[config.mk]
export PLATFORM = sky130hd
export DESIGN_NAME = hcb_host_flat
export DESIGN_NICKNAME = d
export VERILOG_FILES = /design/src/pkg/hcb_pkg.sv /design/src/pkg/hcb_if.sv /design/src/rtl/hcb_host.sv /design/src/flat_wrapper.sv
export SDC_FILE = /design/constraint.sdc
export NUM_CORES = 1
export LEC_CHECK = 0
export BUFFER_PORTS_ARGS = -buffer_cell sky130_fd_sc_hd__clkbuf_2
export CAP_MARGIN = 10
export CORE_UTILIZATION = 61
export DETAILED_ROUTE_END_ITERATION = 8
export MAX_ROUTING_LAYER = met4
export PLACE_DENSITY = 0.85
export SETUP_SLACK_MARGIN = 0.1
export SLEW_MARGIN = 20
export SYNTH_ARGS = -nofsm -noshare
export SYNTH_HDL_FRONTEND = slang
export SYNTH_SLANG_ARGS = --single-unit
[constraint.sdc]
create_clock -name clk -period 6.2 [get_ports clk]
set_input_delay 0.93 -clock clk [delete_from_list [all_inputs] [get_ports clk]]
set_output_delay 0.93 -clock clk [all_outputs]
set_load 0.01 [all_outputs]
[src/pkg/hcb_pkg.sv]
// Constants shared by both ends of the host control byte link.
// Assumes the device end runs on the link clock and the host on clk.
`default_nettype none
package hcb_pkg;
  // Command codes and result codes
  localparam logic [7:0] CODE_READ_CTRL = 8'h68;
  localparam logic [7:0] CODE_WRITE_CTRL = 8'h78;
  localparam logic [3:0] RES_NORMAL = 4'h5;
  localparam logic [3:0] RES_BUSY = 4'h7;
  localparam logic [3:0] RES_UNIMPL = 4'h8;
  // Control byte fields
  localparam int MASK_RFWR_BIT = 7;
  localparam int MASK_RFRD_BIT = 6;
  localparam int MASK_RFTX_BIT = 5;
  localparam int MASK_FDET_BIT = 4;
  localparam int RF_STOP_BIT = 3;
  localparam int RESET_REQ_BIT = 0;
  localparam logic [7:0] CTRL_RESET = 8'h00;
  localparam logic [7:0] CTRL_RSV_MASK = 8'h06;
  // Timing
  localparam int SYS_CLK_NS = 20;
  localparam int LINK_CLK_NS = 125;
  localparam int SELF_RESET_NS = 3000000;
  localparam int HOST_RESET_WAIT_CYC =
    (SELF_RESET_NS + SYS_CLK_NS - 1) / SYS_CLK_NS;
  localparam int DEV_RESET_CYC =
    (SELF_RESET_NS + LINK_CLK_NS - 1) / LINK_CLK_NS;
  localparam int HOST_WAIT_W = 18;
  localparam int DEV_BUSY_W = 15;
  localparam logic [1:0] SCK_HALF = 2'h3;
  localparam logic [5:0] PIPE_PERIODS = 6'h02;
  localparam logic [5:0] GAP_PERIODS = 6'h04;
  // APB map of the host end
  localparam logic [7:0] ADDR_CMD = 8'h00;
  localparam logic [7:0] ADDR_STAT = 8'h04;
  localparam logic [7:0] ADDR_DATA = 8'h08;
  localparam logic [1:0] OP_WRITE_CTRL = 2'h1;
  localparam logic [1:0] OP_READ_CTRL = 2'h2;
  localparam int STAT_BUSY_BIT = 0;
  localparam int STAT_DONE_BIT = 1;
  localparam int STAT_WAIT_BIT = 2;
  localparam int STAT_STOP_BIT = 3;

  function automatic logic [7:0] hcb_status(input logic [3:0] res);
    return {4'h0, res};
  endfunction : hcb_status
endpackage : hcb_pkg
`default_nettype wire

[src/pkg/hcb_if.sv]
// Serial link between the host end and the device end.
// Assumes the host drives sck free-running; bits go MSB first.
`default_nettype none
interface hcb_if;
  logic sck;
  logic sel;
  logic mosi;
  logic miso;
  modport dev (input sck, input sel, input mosi, output miso);
  modport host (output sck, output sel, output mosi, input miso);
endinterface : hcb_if
`default_nettype wire

[src/rtl/hcb_host.sv]
// Host end: APB registers issue control byte commands over the link.
// Assumes an APB master on clk; sck is made here by dividing clk.
`default_nettype none
module hcb_host #(
  parameter int unsigned RESET_WAIT_CYC = hcb_pkg::HOST_RESET_WAIT_CYC
) (
  // Clock, reset, enable
  input wire logic clk,
  input wire logic rst,
  input wire logic ce,
  // APB slave
  input wire logic psel,
  input wire logic penable,
  input wire logic pwrite,
  input wire logic [7:0] paddr,
  input wire logic [31:0] pwdata,
  output logic [31:0] prdata,
  output logic pready,
  output logic pslverr,
  // Link
  hcb_if.host link
);
  import hcb_pkg::*;

  typedef enum logic [1:0] {H_IDLE, H_RUN, H_GAP, H_WAIT} hcb_host_state_e;

  hcb_host_state_e state_q;
  logic [1:0] hc_q;
  logic sck_q, sel_q, mosi_q, miso_m_q, miso_s_q;
  logic [5:0] pc_q;
  logic [15:0] tx_q, resp_q;
  logic [5:0] ncmd_q, nresp_q;
  logic is_read_q, start_q, done_q, stop_last_q;
  logic [7:0] wr_data_q, stat_byte_q, rdata_q;
  logic [9:0] cmd_q;
  logic [HOST_WAIT_W-1:0] wait_q;
  logic pready_q, pslverr_q;
  logic [31:0] prdata_q;
  logic tick, rise_t, fall_t, apb_wr, cmd_wr, accept, frame_end;
  logic [7:0] wdat;
  logic [7:0] stat_now;
  logic [5:0] resp_start, frame_len;

  assign tick = hc_q == SCK_HALF;
  assign rise_t = tick && !sck_q;
  assign fall_t = tick && sck_q;
  assign apb_wr = psel && penable && pready_q && pwrite;
  assign cmd_wr = apb_wr && paddr == ADDR_CMD;
  assign accept = cmd_wr && state_q == H_IDLE && !start_q
                  && (pwdata[9:8] == OP_WRITE_CTRL
                      || pwdata[9:8] == OP_READ_CTRL);
  assign resp_start = ncmd_q + PIPE_PERIODS;
  assign frame_len = resp_start + nresp_q;
  assign frame_end = fall_t && state_q == H_RUN && pc_q + 6'h01 == frame_len;
  assign stat_now = (nresp_q == 6'h10) ? resp_q[15:8] : resp_q[7:0];

  // Outgoing data byte fix-ups
  always_comb begin
    wdat = pwdata[7:0] & ~CTRL_RSV_MASK;
    if (stop_last_q && !pwdata[RF_STOP_BIT]) begin
      wdat[RESET_REQ_BIT] = 1'b1;
    end
  end

  // Link clock divider
  always_ff @(posedge clk) begin
    if (rst) begin
      hc_q <= 2'h0;
      sck_q <= 1'b0;
    end else if (ce) begin
      hc_q <= tick ? 2'h0 : hc_q + 2'h1;
      if (tick) begin
        sck_q <= ~sck_q;
      end
    end
  end

  // Return data synchroniser
  always_ff @(posedge clk) begin
    if (rst) begin
      miso_m_q <= 1'b0;
      miso_s_q <= 1'b0;
    end else if (ce) begin
      miso_m_q <= link.miso;
      miso_s_q <= miso_m_q;
    end
  end

  // Command sequencer
  always_ff @(posedge clk) begin
    if (rst) begin
      state_q <= H_IDLE;
      start_q <= 1'b0;
      sel_q <= 1'b0;
      mosi_q <= 1'b0;
      pc_q <= 6'h00;
      tx_q <= 16'h0000;
      resp_q <= 16'h0000;
      ncmd_q <= 6'h08;
      nresp_q <= 6'h08;
      is_read_q <= 1'b0;
      wr_data_q <= 8'h00;
      wait_q <= '0;
    end else if (ce) begin
      case (state_q)
        H_IDLE: begin
          if (accept) begin
            start_q <= 1'b1;
            is_read_q <= pwdata[9:8] == OP_READ_CTRL;
            wr_data_q <= wdat;
            if (pwdata[9:8] == OP_READ_CTRL) begin
              tx_q <= {CODE_READ_CTRL, 8'h00};
              ncmd_q <= 6'h08;
              nresp_q <= 6'h10;
            end else begin
              tx_q <= {CODE_WRITE_CTRL, wdat};
              ncmd_q <= 6'h10;
              nresp_q <= 6'h08;
            end
          end else if (start_q && fall_t) begin
            start_q <= 1'b0;
            state_q <= H_RUN;
            sel_q <= 1'b1;
            mosi_q <= tx_q[15];
            tx_q <= {tx_q[14:0], 1'b0};
            pc_q <= 6'h00;
          end
        end
        H_RUN: begin
          if (rise_t && pc_q >= resp_start && pc_q < frame_len) begin
            resp_q <= {resp_q[14:0], miso_s_q};
            if (is_read_q && pc_q == resp_start + 6'h07
                && resp_q[2:0] != RES_NORMAL[3:1]
                || is_read_q && pc_q == resp_start + 6'h07
                && miso_s_q != RES_NORMAL[0]) begin
              nresp_q <= 6'h08;
            end
          end
          if (frame_end) begin
            state_q <= H_GAP;
            sel_q <= 1'b0;
            mosi_q <= 1'b0;
            pc_q <= 6'h00;
          end else if (fall_t) begin
            pc_q <= pc_q + 6'h01;
            mosi_q <= (pc_q + 6'h01 < ncmd_q) ? tx_q[15] : 1'b0;
            tx_q <= {tx_q[14:0], 1'b0};
          end
        end
        H_GAP: begin
          if (fall_t) begin
            pc_q <= pc_q + 6'h01;
            if (pc_q == GAP_PERIODS - 6'h01) begin
              if (!is_read_q && wr_data_q[RESET_REQ_BIT]
                  && stat_now[3:0] == RES_NORMAL) begin
                state_q <= H_WAIT;
                wait_q <= HOST_WAIT_W'(RESET_WAIT_CYC);
              end else begin
                state_q <= H_IDLE;
              end
            end
          end
        end
        H_WAIT: begin
          wait_q <= wait_q - HOST_WAIT_W'(1);
          if (wait_q == HOST_WAIT_W'(1)) begin
            state_q <= H_IDLE;
          end
        end
        default: begin
          state_q <= H_IDLE;
        end
      endcase
    end
  end

  // Results and completion flag
  always_ff @(posedge clk) begin
    if (rst) begin
      done_q <= 1'b0;
      stat_byte_q <= 8'h00;
      rdata_q <= 8'h00;
      stop_last_q <= 1'b0;
    end else if (ce) begin
      if (state_q == H_GAP && fall_t && pc_q == 6'h00) begin
        done_q <= 1'b1;
        stat_byte_q <= stat_now;
        if (is_read_q && nresp_q == 6'h10) begin
          rdata_q <= resp_q[7:0];
        end
        if (!is_read_q && stat_now[3:0] == RES_NORMAL) begin
          stop_last_q <= wr_data_q[RF_STOP_BIT]
                         & ~wr_data_q[RESET_REQ_BIT];
        end
      end else if (apb_wr && paddr == ADDR_STAT
                   && pwdata[STAT_DONE_BIT]) begin
        done_q <= 1'b0;
      end
    end
  end

  // APB slave, one wait state
  always_ff @(posedge clk) begin
    if (rst) begin
      pready_q <= 1'b0;
      pslverr_q <= 1'b0;
      prdata_q <= 32'h0000_0000;
      cmd_q <= 10'h000;
    end else if (ce) begin
      pready_q <= psel && penable && !pready_q;
      pslverr_q <= 1'b0;
      prdata_q <= 32'h0000_0000;
      if (accept) begin
        cmd_q <= {pwdata[9:8], wdat};
      end
      if (psel && penable && !pready_q) begin
        case (paddr)
          ADDR_CMD: prdata_q <= {22'h000000, cmd_q};
          ADDR_STAT: begin
            prdata_q[STAT_BUSY_BIT] <= state_q != H_IDLE || start_q;
            prdata_q[STAT_DONE_BIT] <= done_q;
            prdata_q[STAT_WAIT_BIT] <= state_q == H_WAIT;
            prdata_q[STAT_STOP_BIT] <= stop_last_q;
            prdata_q[15:8] <= stat_byte_q;
          end
          ADDR_DATA: prdata_q <= {24'h000000, rdata_q};
          default: pslverr_q <= 1'b1;
        endcase
      end
    end
  end

  assign link.sck = sck_q;
  assign link.sel = sel_q;
  assign link.mosi = mosi_q;
  assign prdata = prdata_q;
  assign pready = pready_q;
  assign pslverr = pslverr_q;
endmodule : hcb_host
`default_nettype wire

[src/flat_wrapper.sv]
// flat-port wrapper written by rule: the top's interface ports become plain ports
module hcb_host_flat import hcb_pkg::*;
#(
  parameter int unsigned RESET_WAIT_CYC = hcb_pkg::HOST_RESET_WAIT_CYC
)
  (clk, rst, ce, psel, penable, pwrite, paddr, pwdata, prdata, pready, pslverr, link_sck, link_sel, link_mosi, link_miso);
  hcb_if link_i ();
  input wire logic clk;
  input wire logic rst;
  input wire logic ce;
  input wire logic psel;
  input wire logic penable;
  input wire logic pwrite;
  input wire logic [7:0] paddr;
  input wire logic [31:0] pwdata;
  output logic [31:0] prdata;
  output logic pready;
  output logic pslverr;
  output wire logic [$bits(link_i.sck)-1:0] link_sck;
  output wire logic [$bits(link_i.sel)-1:0] link_sel;
  output wire logic [$bits(link_i.mosi)-1:0] link_mosi;
  input wire logic [$bits(link_i.miso)-1:0] link_miso;
  assign link_sck = link_i.sck;
  assign link_sel = link_i.sel;
  assign link_mosi = link_i.mosi;
  assign link_i.miso = link_miso;
  hcb_host #(.RESET_WAIT_CYC(RESET_WAIT_CYC)) u_core (.clk(clk), .rst(rst), .ce(ce), .psel(psel), .penable(penable), .pwrite(pwrite), .paddr(paddr), .pwdata(pwdata), .prdata(prdata), .pready(pready), .pslverr(pslverr), .link(link_i));
endmodule
# Word-level counts from Yosys, hierarchy flattened

Cells that the tools add are included.

Logic and storage cells: 179
Bits in registers: 141
Input port bits: 47
Output and inout port bits: 37

$add $sub $neg: 6
$lt $le $gt $ge: 3
Reduce and logical (&&, ||, !) cells: 61
Equal/unequal tests: 29
Bitwise gates (word level): 4
Muxes and demuxes: 52

Operators with widths:

| kind                                                 | number |
|---|---|
| 2-to-1 mux 16 bit                                    | 5 |
| 2-to-1 mux 18 bit                                    | 3 |
| 2-to-1 mux 6 bit                                     | 7 |
| case mux 18 bit (2 select lines)                     | 1 |
| case mux 16 bit (2 select lines)                     | 1 |
| logical AND 1 bit                                    | 27 |
| AND reduction 5 bit                                  | 5 |
| equality test 18 x 1 -> 1 bit, second input constant | 1 |
| case mux 6 bit (3 select lines)                      | 1 |
| subtractor 18 x 1 -> 18 bit, second input constant   | 1 |
| 2-to-1 mux 2 bit                                     | 8 |
| case mux 8 bit (2 select lines)                      | 1 |
| 2-to-1 mux 1 bit                                     | 15 |
| AND reduction 3 bit                                  | 5 |
| != test 2 x 1 -> 1 bit, second input constant        | 7 |
| 2-to-1 mux 13 bit                                    | 1 |
| equality test 6 bit                                  | 2 |
| less-than comparator 6 bit                           | 2 |
| case mux 4 bit (3 select lines)                      | 1 |
| case mux 6 bit (2 select lines)                      | 1 |
| 2-to-1 mux 5 bit                                     | 2 |
| != test 2 bit, second input constant                 | 5 |
| nonzero test 2 bit                                   | 5 |
| equality test 2 bit, second input constant           | 4 |
| other kinds (30)                                     | 44 |

# Depth between registers and ports, before layout

Gate-level depths: netlist of run 1.

Depth after elaboration: 9
Gate-level depth with buffers: 10

# Worst setup path after synthesis of run 1

No wires, ideal clock.

Path type: input to register
Start: in pwdata[8]
End: reg u_core.nresp_q[3]
Data required time: 6.080 ns
Cell stages on the path: 7
Arrival time: 3.004 ns
Path buffers: 0
Setup slack: 3.077 ns
Library setup time: 0.120 ns
Cell sequence: inv_1 > ha_1 > or4_1 > or3_4 > or4b_4 > nor4bb_1 > a211o_1

Cells in the longest elaborated chain, start to end: 5
Elaborated cells on any way between the ends: 9
Those cells by class: eq/ne: 3; mux: 3; reduce/logical: 3

RTL lines:

| item                                                                | RTL line                                        | source |
|---|---|---|
| from (decl)                                                         | flat_wrapper.sv:15                              | `input wire logic [31:0] pwdata;` |
| equality test 2 x 1 -> 1 bit or equality test 2 bit (tied branches) | hcb_host.sv:50, hcb_host.sv:51, hcb_host.sv:111 |  |
| logical OR 1 bit                                                    | hcb_host.sv:51                                  | `\|\| pwdata[9:8] == OP_READ_CTRL);` |
| logical AND 1 bit                                                   | hcb_host.sv:50                                  | `&& (pwdata[9:8] == OP_WRITE_CTRL` |
| != test 2 x 1 -> 1 bit (no line)                                    | n/a                                             |  |
| AND reduction 5 bit (no line)                                       | n/a                                             |  |
| to (signal assigned)                                                | hcb_host.sv:100                                 | `nresp_q <= 6'h08;` |
| to (signal assigned)                                                | hcb_host.sv:114                                 | `nresp_q <= 6'h10;` |
| to (signal assigned)                                                | hcb_host.sv:118                                 | `nresp_q <= 6'h08;` |
| to (decl)                                                           | hcb_host.sv:32                                  | `logic [5:0] ncmd_q, nresp_q;` |

Parallel ways exist; a longest one is shown, timed or not. The select of a mux whose other input is x is not followed.
A chain may end at the register's enable or synchronous reset.

# Worst setup path after layout of run 1

Start: reg u_core.ncmd_q[3]
End: reg u_core.resp_q[6]

Cells in the longest elaborated chain, start to end: 5
Elaborated cells on any way between the ends: 7
Those cells by class: add/sub: 2; order compare: 2; reduce/logical: 3

RTL lines:

| item                                                             | RTL line                        | source |
|---|---|---|
| from (decl)                                                      | hcb_host.sv:32                  |  |
| from (signal assigned)                                           | hcb_host.sv:99                  | `ncmd_q <= 6'h08;` |
| from (signal assigned)                                           | hcb_host.sv:113                 | `ncmd_q <= 6'h08;` |
| from (signal assigned)                                           | hcb_host.sv:117                 | `ncmd_q <= 6'h10;` |
| adder 6 x 2 -> 6 bit *                                           | hcb_host.sv:52                  | `assign resp_start = ncmd_q + PIPE_PERIODS;` |
| adder 6 bit or greater-or-equal comparator 6 bit (tied branches) | hcb_host.sv:53, hcb_host.sv:130 |  |
| less-than comparator 6 bit or logical AND 1 bit (tied branches)  | hcb_host.sv:130                 | `if (rise_t && pc_q >= resp_start && pc_q < frame_len) begin` |
| logical AND 1 bit *                                              | hcb_host.sv:130                 |  |
| AND reduction 3 bit (no line) *                                  | n/a                             |  |
| to (signal assigned)                                             | hcb_host.sv:131                 | `resp_q <= {resp_q[14:0], miso_s_q};` |
| to (decl)                                                        | hcb_host.sv:31                  | `logic [15:0] tx_q, resp_q;` |

Every way passes the cells marked *; elsewhere a longest branch is shown, timed or not.

==> results of run 1 <==
-- metrics by stage --
stage | hold slack [ns] | total power (W) | setup WS, ns
6_report | 0.469 | 0.00178 | 2.96
5_1_grt | 0.494 | 0.00183 | 2.76
4_1_cts | 0.473 | 0.00179 | 2.60
3_5_place_dp | 0.460 | 0.000818 | 2.63
3_3_place_gp | 0.456 | 0.000816 | 2.57
2_1_floorplan | 0.440 | 0.000809 | 3.08
-- logic make-up after synthesis --
family                   after synthesis
multiplexers                          48
buffers and inverters                 72
other                                  1
flip-flops                           117
XOR/XNOR                              25
adder cells (fa/ha/maj)               20
AO/OA/AOI/OAI                        126
AND/OR/NAND/NOR                      224
-- Yosys cell counts, types with 16 or more instances --
cell	number	area (um2)
clkbuf_1	30	113
a211oi_1	23	173
mux2i_1	48	480
nand2_1	26	97.6
xnor2_1	17	149
dfxtp_1	117	2340
ha_1	19	238
buf_4	16	120
nor2_1	94	353
a21oi_1	37	185
nor3_1	21	105
inv_1	20	75.1
-- worst max-delay path: stages, from the launching register on --
cell	delay, ns
dfxtp_1	0.43
ha_1	0.18
inv_1	0.06
fa_1	0.49
ha_1	0.22
a2111oi_0	0.60
nand4_1	0.52
buf_6	0.33
mux2i_1	0.19
nor2_1	0.07
-- metal layers --
metal / GRT usage / share of wire / wire [um]
met3: 0.0637 / 0.061 / 803
met4: 0.164 / 0.035 / 459
met1: 0.327 / 0.42 / 5460
met2: 0.470 / 0.49 / 6430
met5: - / 0 / 0
-- final timing paths --
kind	depth (start not counted)	to	from	slack (ns)
max	9	u_core.resp_q[6]	u_core.ncmd_q[3]	2.96
min	1	u_core.cmd_q[0]	u_core.cmd_q[0]	0.47
max reg2reg	9	u_core.resp_q[6]	u_core.ncmd_q[3]	2.96
min reg2reg	1	u_core.cmd_q[0]	u_core.cmd_q[0]	0.47
-- registers in the layout (all words and copies together), names as in the netlist --
signal	cells
u_core.state_q	2
u_core.cmd_q	8
u_core.start_q	1
u_core.prdata	16
u_core.nresp_q	2
u_core.ncmd_q	2
u_core.stat_byte_q	8
u_core.pready	1
u_core.wait_q	18
u_core.is_read_q	1
u_core.stop_last_q	1
u_core.wr_data_q	2
u_core.tx_q	16
u_core.miso_s_q	1
u_core.pc_q	6
u_core.miso_m_q	1
u_core.pslverr	1
u_core.rdata_q	8
u_core.resp_q	16
u_core.done_q	1
u_core.link.mosi	1
u_core.hc_q	2
u_core.link.sel	1
u_core.link.sck	1
-- cell usage in the layout, fill, tap and decap left out, types with 7 or more instances in the layout --
cell type  count
dfxtp_1      117
nor2_1        93
mux2i_1       48
clkbuf_2      43
a21oi_1       37
nand2_1       26
a211oi_1      23
inv_1         20
nor3_1        20
ha_1          19
xnor2_1       17
conb_1        16
clkbuf_16     16
nand3_1       14
o21ai_0       14
nand2b_1      12
a2111oi_0     11
a22oi_1       10
or2_2          7
or3_1          7
-- power breakdown --
part / switching, W / total, W / internal [W]
Clock: 0.000364 / 0.000982 / 0.000618
Combinational: 0.0000336 / 0.0000468 / 0.0000132
Sequential: 0.00000177 / 0.000756 / 0.000754
-- layout make-up --
| cell class | instances | area (um2) |
|---|---|---|
| Inverter | 21 | 78.8 |
| Multi-Input combinational cell | 459 | 3040 |
| Tap cell | 108 | 135 |
| Sequential cell | 117 | 2340 |
| Clock buffer | 19 | 422 |
| Clock inverter | 13 | 171 |
| Timing Repair Buffer | 48 | 256 |
| Fill cell | 658 | 2400 |
==> flow_summary.yaml, run 1 <==
status:
  outcome: "finished, violations left"
  violations: "design-rule violations"
die:
  die_w_um: 98.3
  ios: 84
  initial_core_util: 0.639
  fp.dieArea_um2: 9660
  num_rows: 34
  core_area_um2: 8850
  die_h_um: 98.3
drt:
  routedWlPerCell_um: 16.8
  num_vias: 4845
  routed_wirelength_mm: 13.2
  route.detailed.drc: 3
  drt_iter0_drc: 333
  drtAntennaViolNets: 0
  vias_per_cell: 6.17
  first_pass_iters: 9
cts:
  postCtsSetupBuffers: 0
  clk_latency_ns: 0.52
  cts_resized: 0
  htreeDepth: 4
  cts_tree: "built"
  clock_sinks: 117
  cts_buffer_depth: 2
  cts_buffers: 17
  ctsRootBufferMaster: "clkbuf_8"
  cts_hold_buf: 0
  clkTransAtPathRegs_ns: 0.06
grt:
  antenna_found_initial: 0
  grt_max_degree: 66
  grt_usage: 0.288
  grt_pass1_vias: 4689
  grt_remaining_overflow: 0
  grt_pass1_wl_mm: 21.3
synthesis:
  synth_top_family_by_area: "simple AND/OR/NAND/NOR gates"
  synth_xor_area_frac: 0.0436
  async_flop_share: 0
  ys_types: 59
  synthCells: 633
  ys_seq_elements: 117
  synth_area_um2: 5660
  yosysWarnings: 0
  ys.flop_type: "dfxtp_1"
  synth-compound-area-share: 0.152
  synth_area_per_cell_um2: 8.94
  synthMuxAreaShare: 0.0849
  synth_adder_area_share: 0.0456
  synth_edf_count: 0
  synthSimpleGateAreaFrac: 0.200
  ys_seq_area_frac: 0.414
place:
  gp_congestion: 0.907
  placedCellCount: 752
  dpl.hpwl_mm: 8.73
  port_buffers: 44
  place_area_um2: 5840
setup_path:
  crit_arrival_ns: 3.62
  critPathRequiredTime_ns: 6.58
  cp_max_fo: 11
  worstSetupPathType: "register to register"
  end_kind: "register"
  worstSetupStartpointType: "register"
sta:
  setup-violations-final: 0
  maxSlewViolCount: 0
  hold_violations: 0
  max-slew-margin-rel: 0.252
  period_minus_slack_ns: 3.24
  fin_crit_sh: 0.522
  clock_skew_ns: 0.0125
  rsz0062_at_grt: "false"
  fin_tns_setup_ns: 0
  max_freq_mhz: 309
  worstMarginPinSlew_ns: 1.12
cells_and_area:
  fin_cells: 785
  areaGrowthSynthToFinish_pct: 14.0
  fin_area_um2: 6450
  nets: 731
  diodes: 0
  drive_above_1_share: 0.139
  post-route-util: 0.729
hold_path:
  hold_class: "register to register"
pwr:
  ir_drop_v: 0.000185
  p_leak_nw: 2.63
  power_density_nw_per_um2: 277
run:
  cap_violations: 0
(Power assumes the default switching activity.)
==> run 2, diff against run 1 <==
Settings changed: CORE_UTILIZATION 61 to 57, PLACE_DENSITY 0.85 to 0.8.
Clock period 6.2 ns to 3.3 ns, I/O delays scaled along.
==> run 2 against run 1 <==
The flow now finishes without violations. Core utilization shrank 3.6 points. Combinational power is 91% higher. Global-route usage down 0.16 points. Cell count increased by 3.3%. Critical path depth fell by 1. First-iteration DRC count down 21%. Sequential power increased by 88%. Flip-flop and latch count is the same. Total power grew 90%. Fmax up 13%. Critical path type unchanged.
==> flow_summary.yaml, run 2 (synthesis gave the netlist of run 1 again) <==
die:
  fp.dieArea_um2: 10300
  core_area_um2: 9420
  die_w_um: 102
  initial_core_util: 0.601
  num_rows: 35
  ios: 84
  die_h_um: 102
sta:
  fin_tns_setup_ns: 0
  max_freq_mhz: 349
  maxSlewViolCount: 0
  worstMarginPinSlew_ns: 0.816
  fin_ws_ns: 0.434
  max-slew-margin-rel: 0.456
  hold_ws_ns: 0.229
  period_minus_slack_ns: 2.87
  rsz0062_at_grt: "false"
  clock_skew_ns: 0.00757
  hold_violations: 0
  fin_crit_sh: 0.868
  setup-violations-final: 0
drt:
  met1_length_mm: 5.85
  first_pass_iters: 5
  topRoutingLayerUsed: "met4"
  routedWlPerCell_um: 16.6
  wl_met3_um: 823
  met2_length_mm: 6.68
  route.detailed.drc: 0
  drt_iter0_drc: 262
  num_vias: 4852
  vias_per_cell: 5.98
  routed_wirelength_mm: 13.5
  drtAntennaViolNets: 0
setup_path:
  end_kind: "register"
  critPathRequiredTime_ns: 3.70
  reg2reg_slack_ns: 0.43
  reg2regPathDepth: 8
  reg2reg_from: "u_core.state_q[0]"
  reg2reg_to: "u_core.nresp_q[3]"
  worstSetupStartpointType: "register"
  crit_arrival_ns: 3.27
  worstSetupPathType: "register to register"
  cp_max_fo: 7
cts:
  cts_resized: 0
  clkTransAtPathRegs_ns: 0.06
  ctsRootBufferMaster: "clkbuf_8"
  cts_hold_buf: 0
  clk_latency_ns: 0.51
  cts_tree: "built"
  clock_sinks: 117
  postCtsSetupBuffers: 0
  cts_buffers: 17
  htreeDepth: 4
  cts_buffer_depth: 2
cells_and_area:
  nets: 736
  diodes: 0
  largest_reg_flops: 18
  areaGrowthSynthToFinish_pct: 15.2
  layout_common_cells: "dfxtp_1 (117), nor2_1 (94), mux2i_1 (48), clkbuf_2 (43), a21oi_1 (37)"
  layout_commonest_cell: "dfxtp_1"
  largest_register: "u_core.wait_q"
  drive_above_1_share: 0.145
pwr:
  p_comb_frac: 0.026
  power_density_nw_per_um2: 521
  p_switching_w: 0.000754
  ir_drop_v: 0.000446
  p_leak_nw: 2.67
  p_seq_frac: 0.418
  pwr-share-clk: 0.556
  intPower_w: 0.00264
  sw_frac_of_total: 0.222
grt:
  grt_pass1_vias: 4524
  grt_remaining_overflow: 0
  grt_usage: 0.287
  antenna_found_initial: 0
  grt_max_degree: 77
  grt_pass1_wl_mm: 22.1
run:
  cap_violations: 0
place:
  gp_congestion: 0.896
  port_buffers: 44
  pre_cts_slack_ns: 0.374
  dpl.hpwl_mm: 8.87
hold_path:
  hold_depth: 3
  whs_endpoint: "u_core.cmd_q[6]"
  hold_class: "primary input to register"
  min_from: "pwdata[6]"
status:
  outcome: "complete, no violations"
==> run 2: cell type report <==
type | instances | area, um2
repair buffers | 53 | 290
inverters | 21 | 78.8
clock inverters | 13 | 169
fillers | 722 | 2900
well taps | 129 | 161
flip-flops and latches | 117 | 2340
multi-input cells | 459 | 3040
clock buffers | 19 | 442
==> run 2: metrics by stage <==
step                      total power, W  cells  utilization  cell area, um2
final                            0.00340    811        0.692            6520
after global routing             0.00350    811        0.692            6520
after CTS                        0.00342    811        0.692            6520
after detailed placement         0.00154    779        0.628            5910
after global placement           0.00154    779        0.628            5910
after floorplan                  0.00152    648            -            5710
==> run 2: worst max-delay path by stage <==
stage | start | to | slack (ns) | depth (start not counted)
after global placement | pwdata[8] | u_core.nresp_q[3] | 0.40 | 8
final | u_core.state_q[0] | u_core.nresp_q[3] | 0.43 | 8
after detailed placement | pwdata[8] | u_core.nresp_q[3] | 0.37 | 8
after floorplan | u_core.ncmd_q[3] | u_core.resp_q[10] | 0.56 | 9
after global routing | u_core.state_q[0] | u_core.nresp_q[3] | 0.35 | 8
after CTS | u_core.state_q[0] | u_core.nresp_q[3] | 0.46 | 8
==> run 2: power groups by stage <==
stage	clock network [W]	registers, W	logic [W]
after floorplan	0	0.00145	0.0000691
after global placement	0	0.00145	0.0000850
after detailed placement	0	0.00145	0.0000873
after CTS	0.00191	0.00142	0.0000884
after global routing	0.00198	0.00142	0.0000976
final	0.00189	0.00142	0.0000894
==> run 2: worst max-delay path, stage by stage (launching register included) <==
cell and delay (ns):
dfxtp_1 0.35, inv_1 0.10, ha_1 0.32, inv_2 0.08, or4_1 0.55, or3_4 0.37
or4b_4 0.53, nor4bb_1 0.17, a211o_1 0.29
==> run 2: layer usage <==
layer,vias to the layer above,track usage
li1,2312,-
met1,2350,0.355
met2,175,0.469
met3,15,0.0566
met4,0,0.0881
met5,-,-
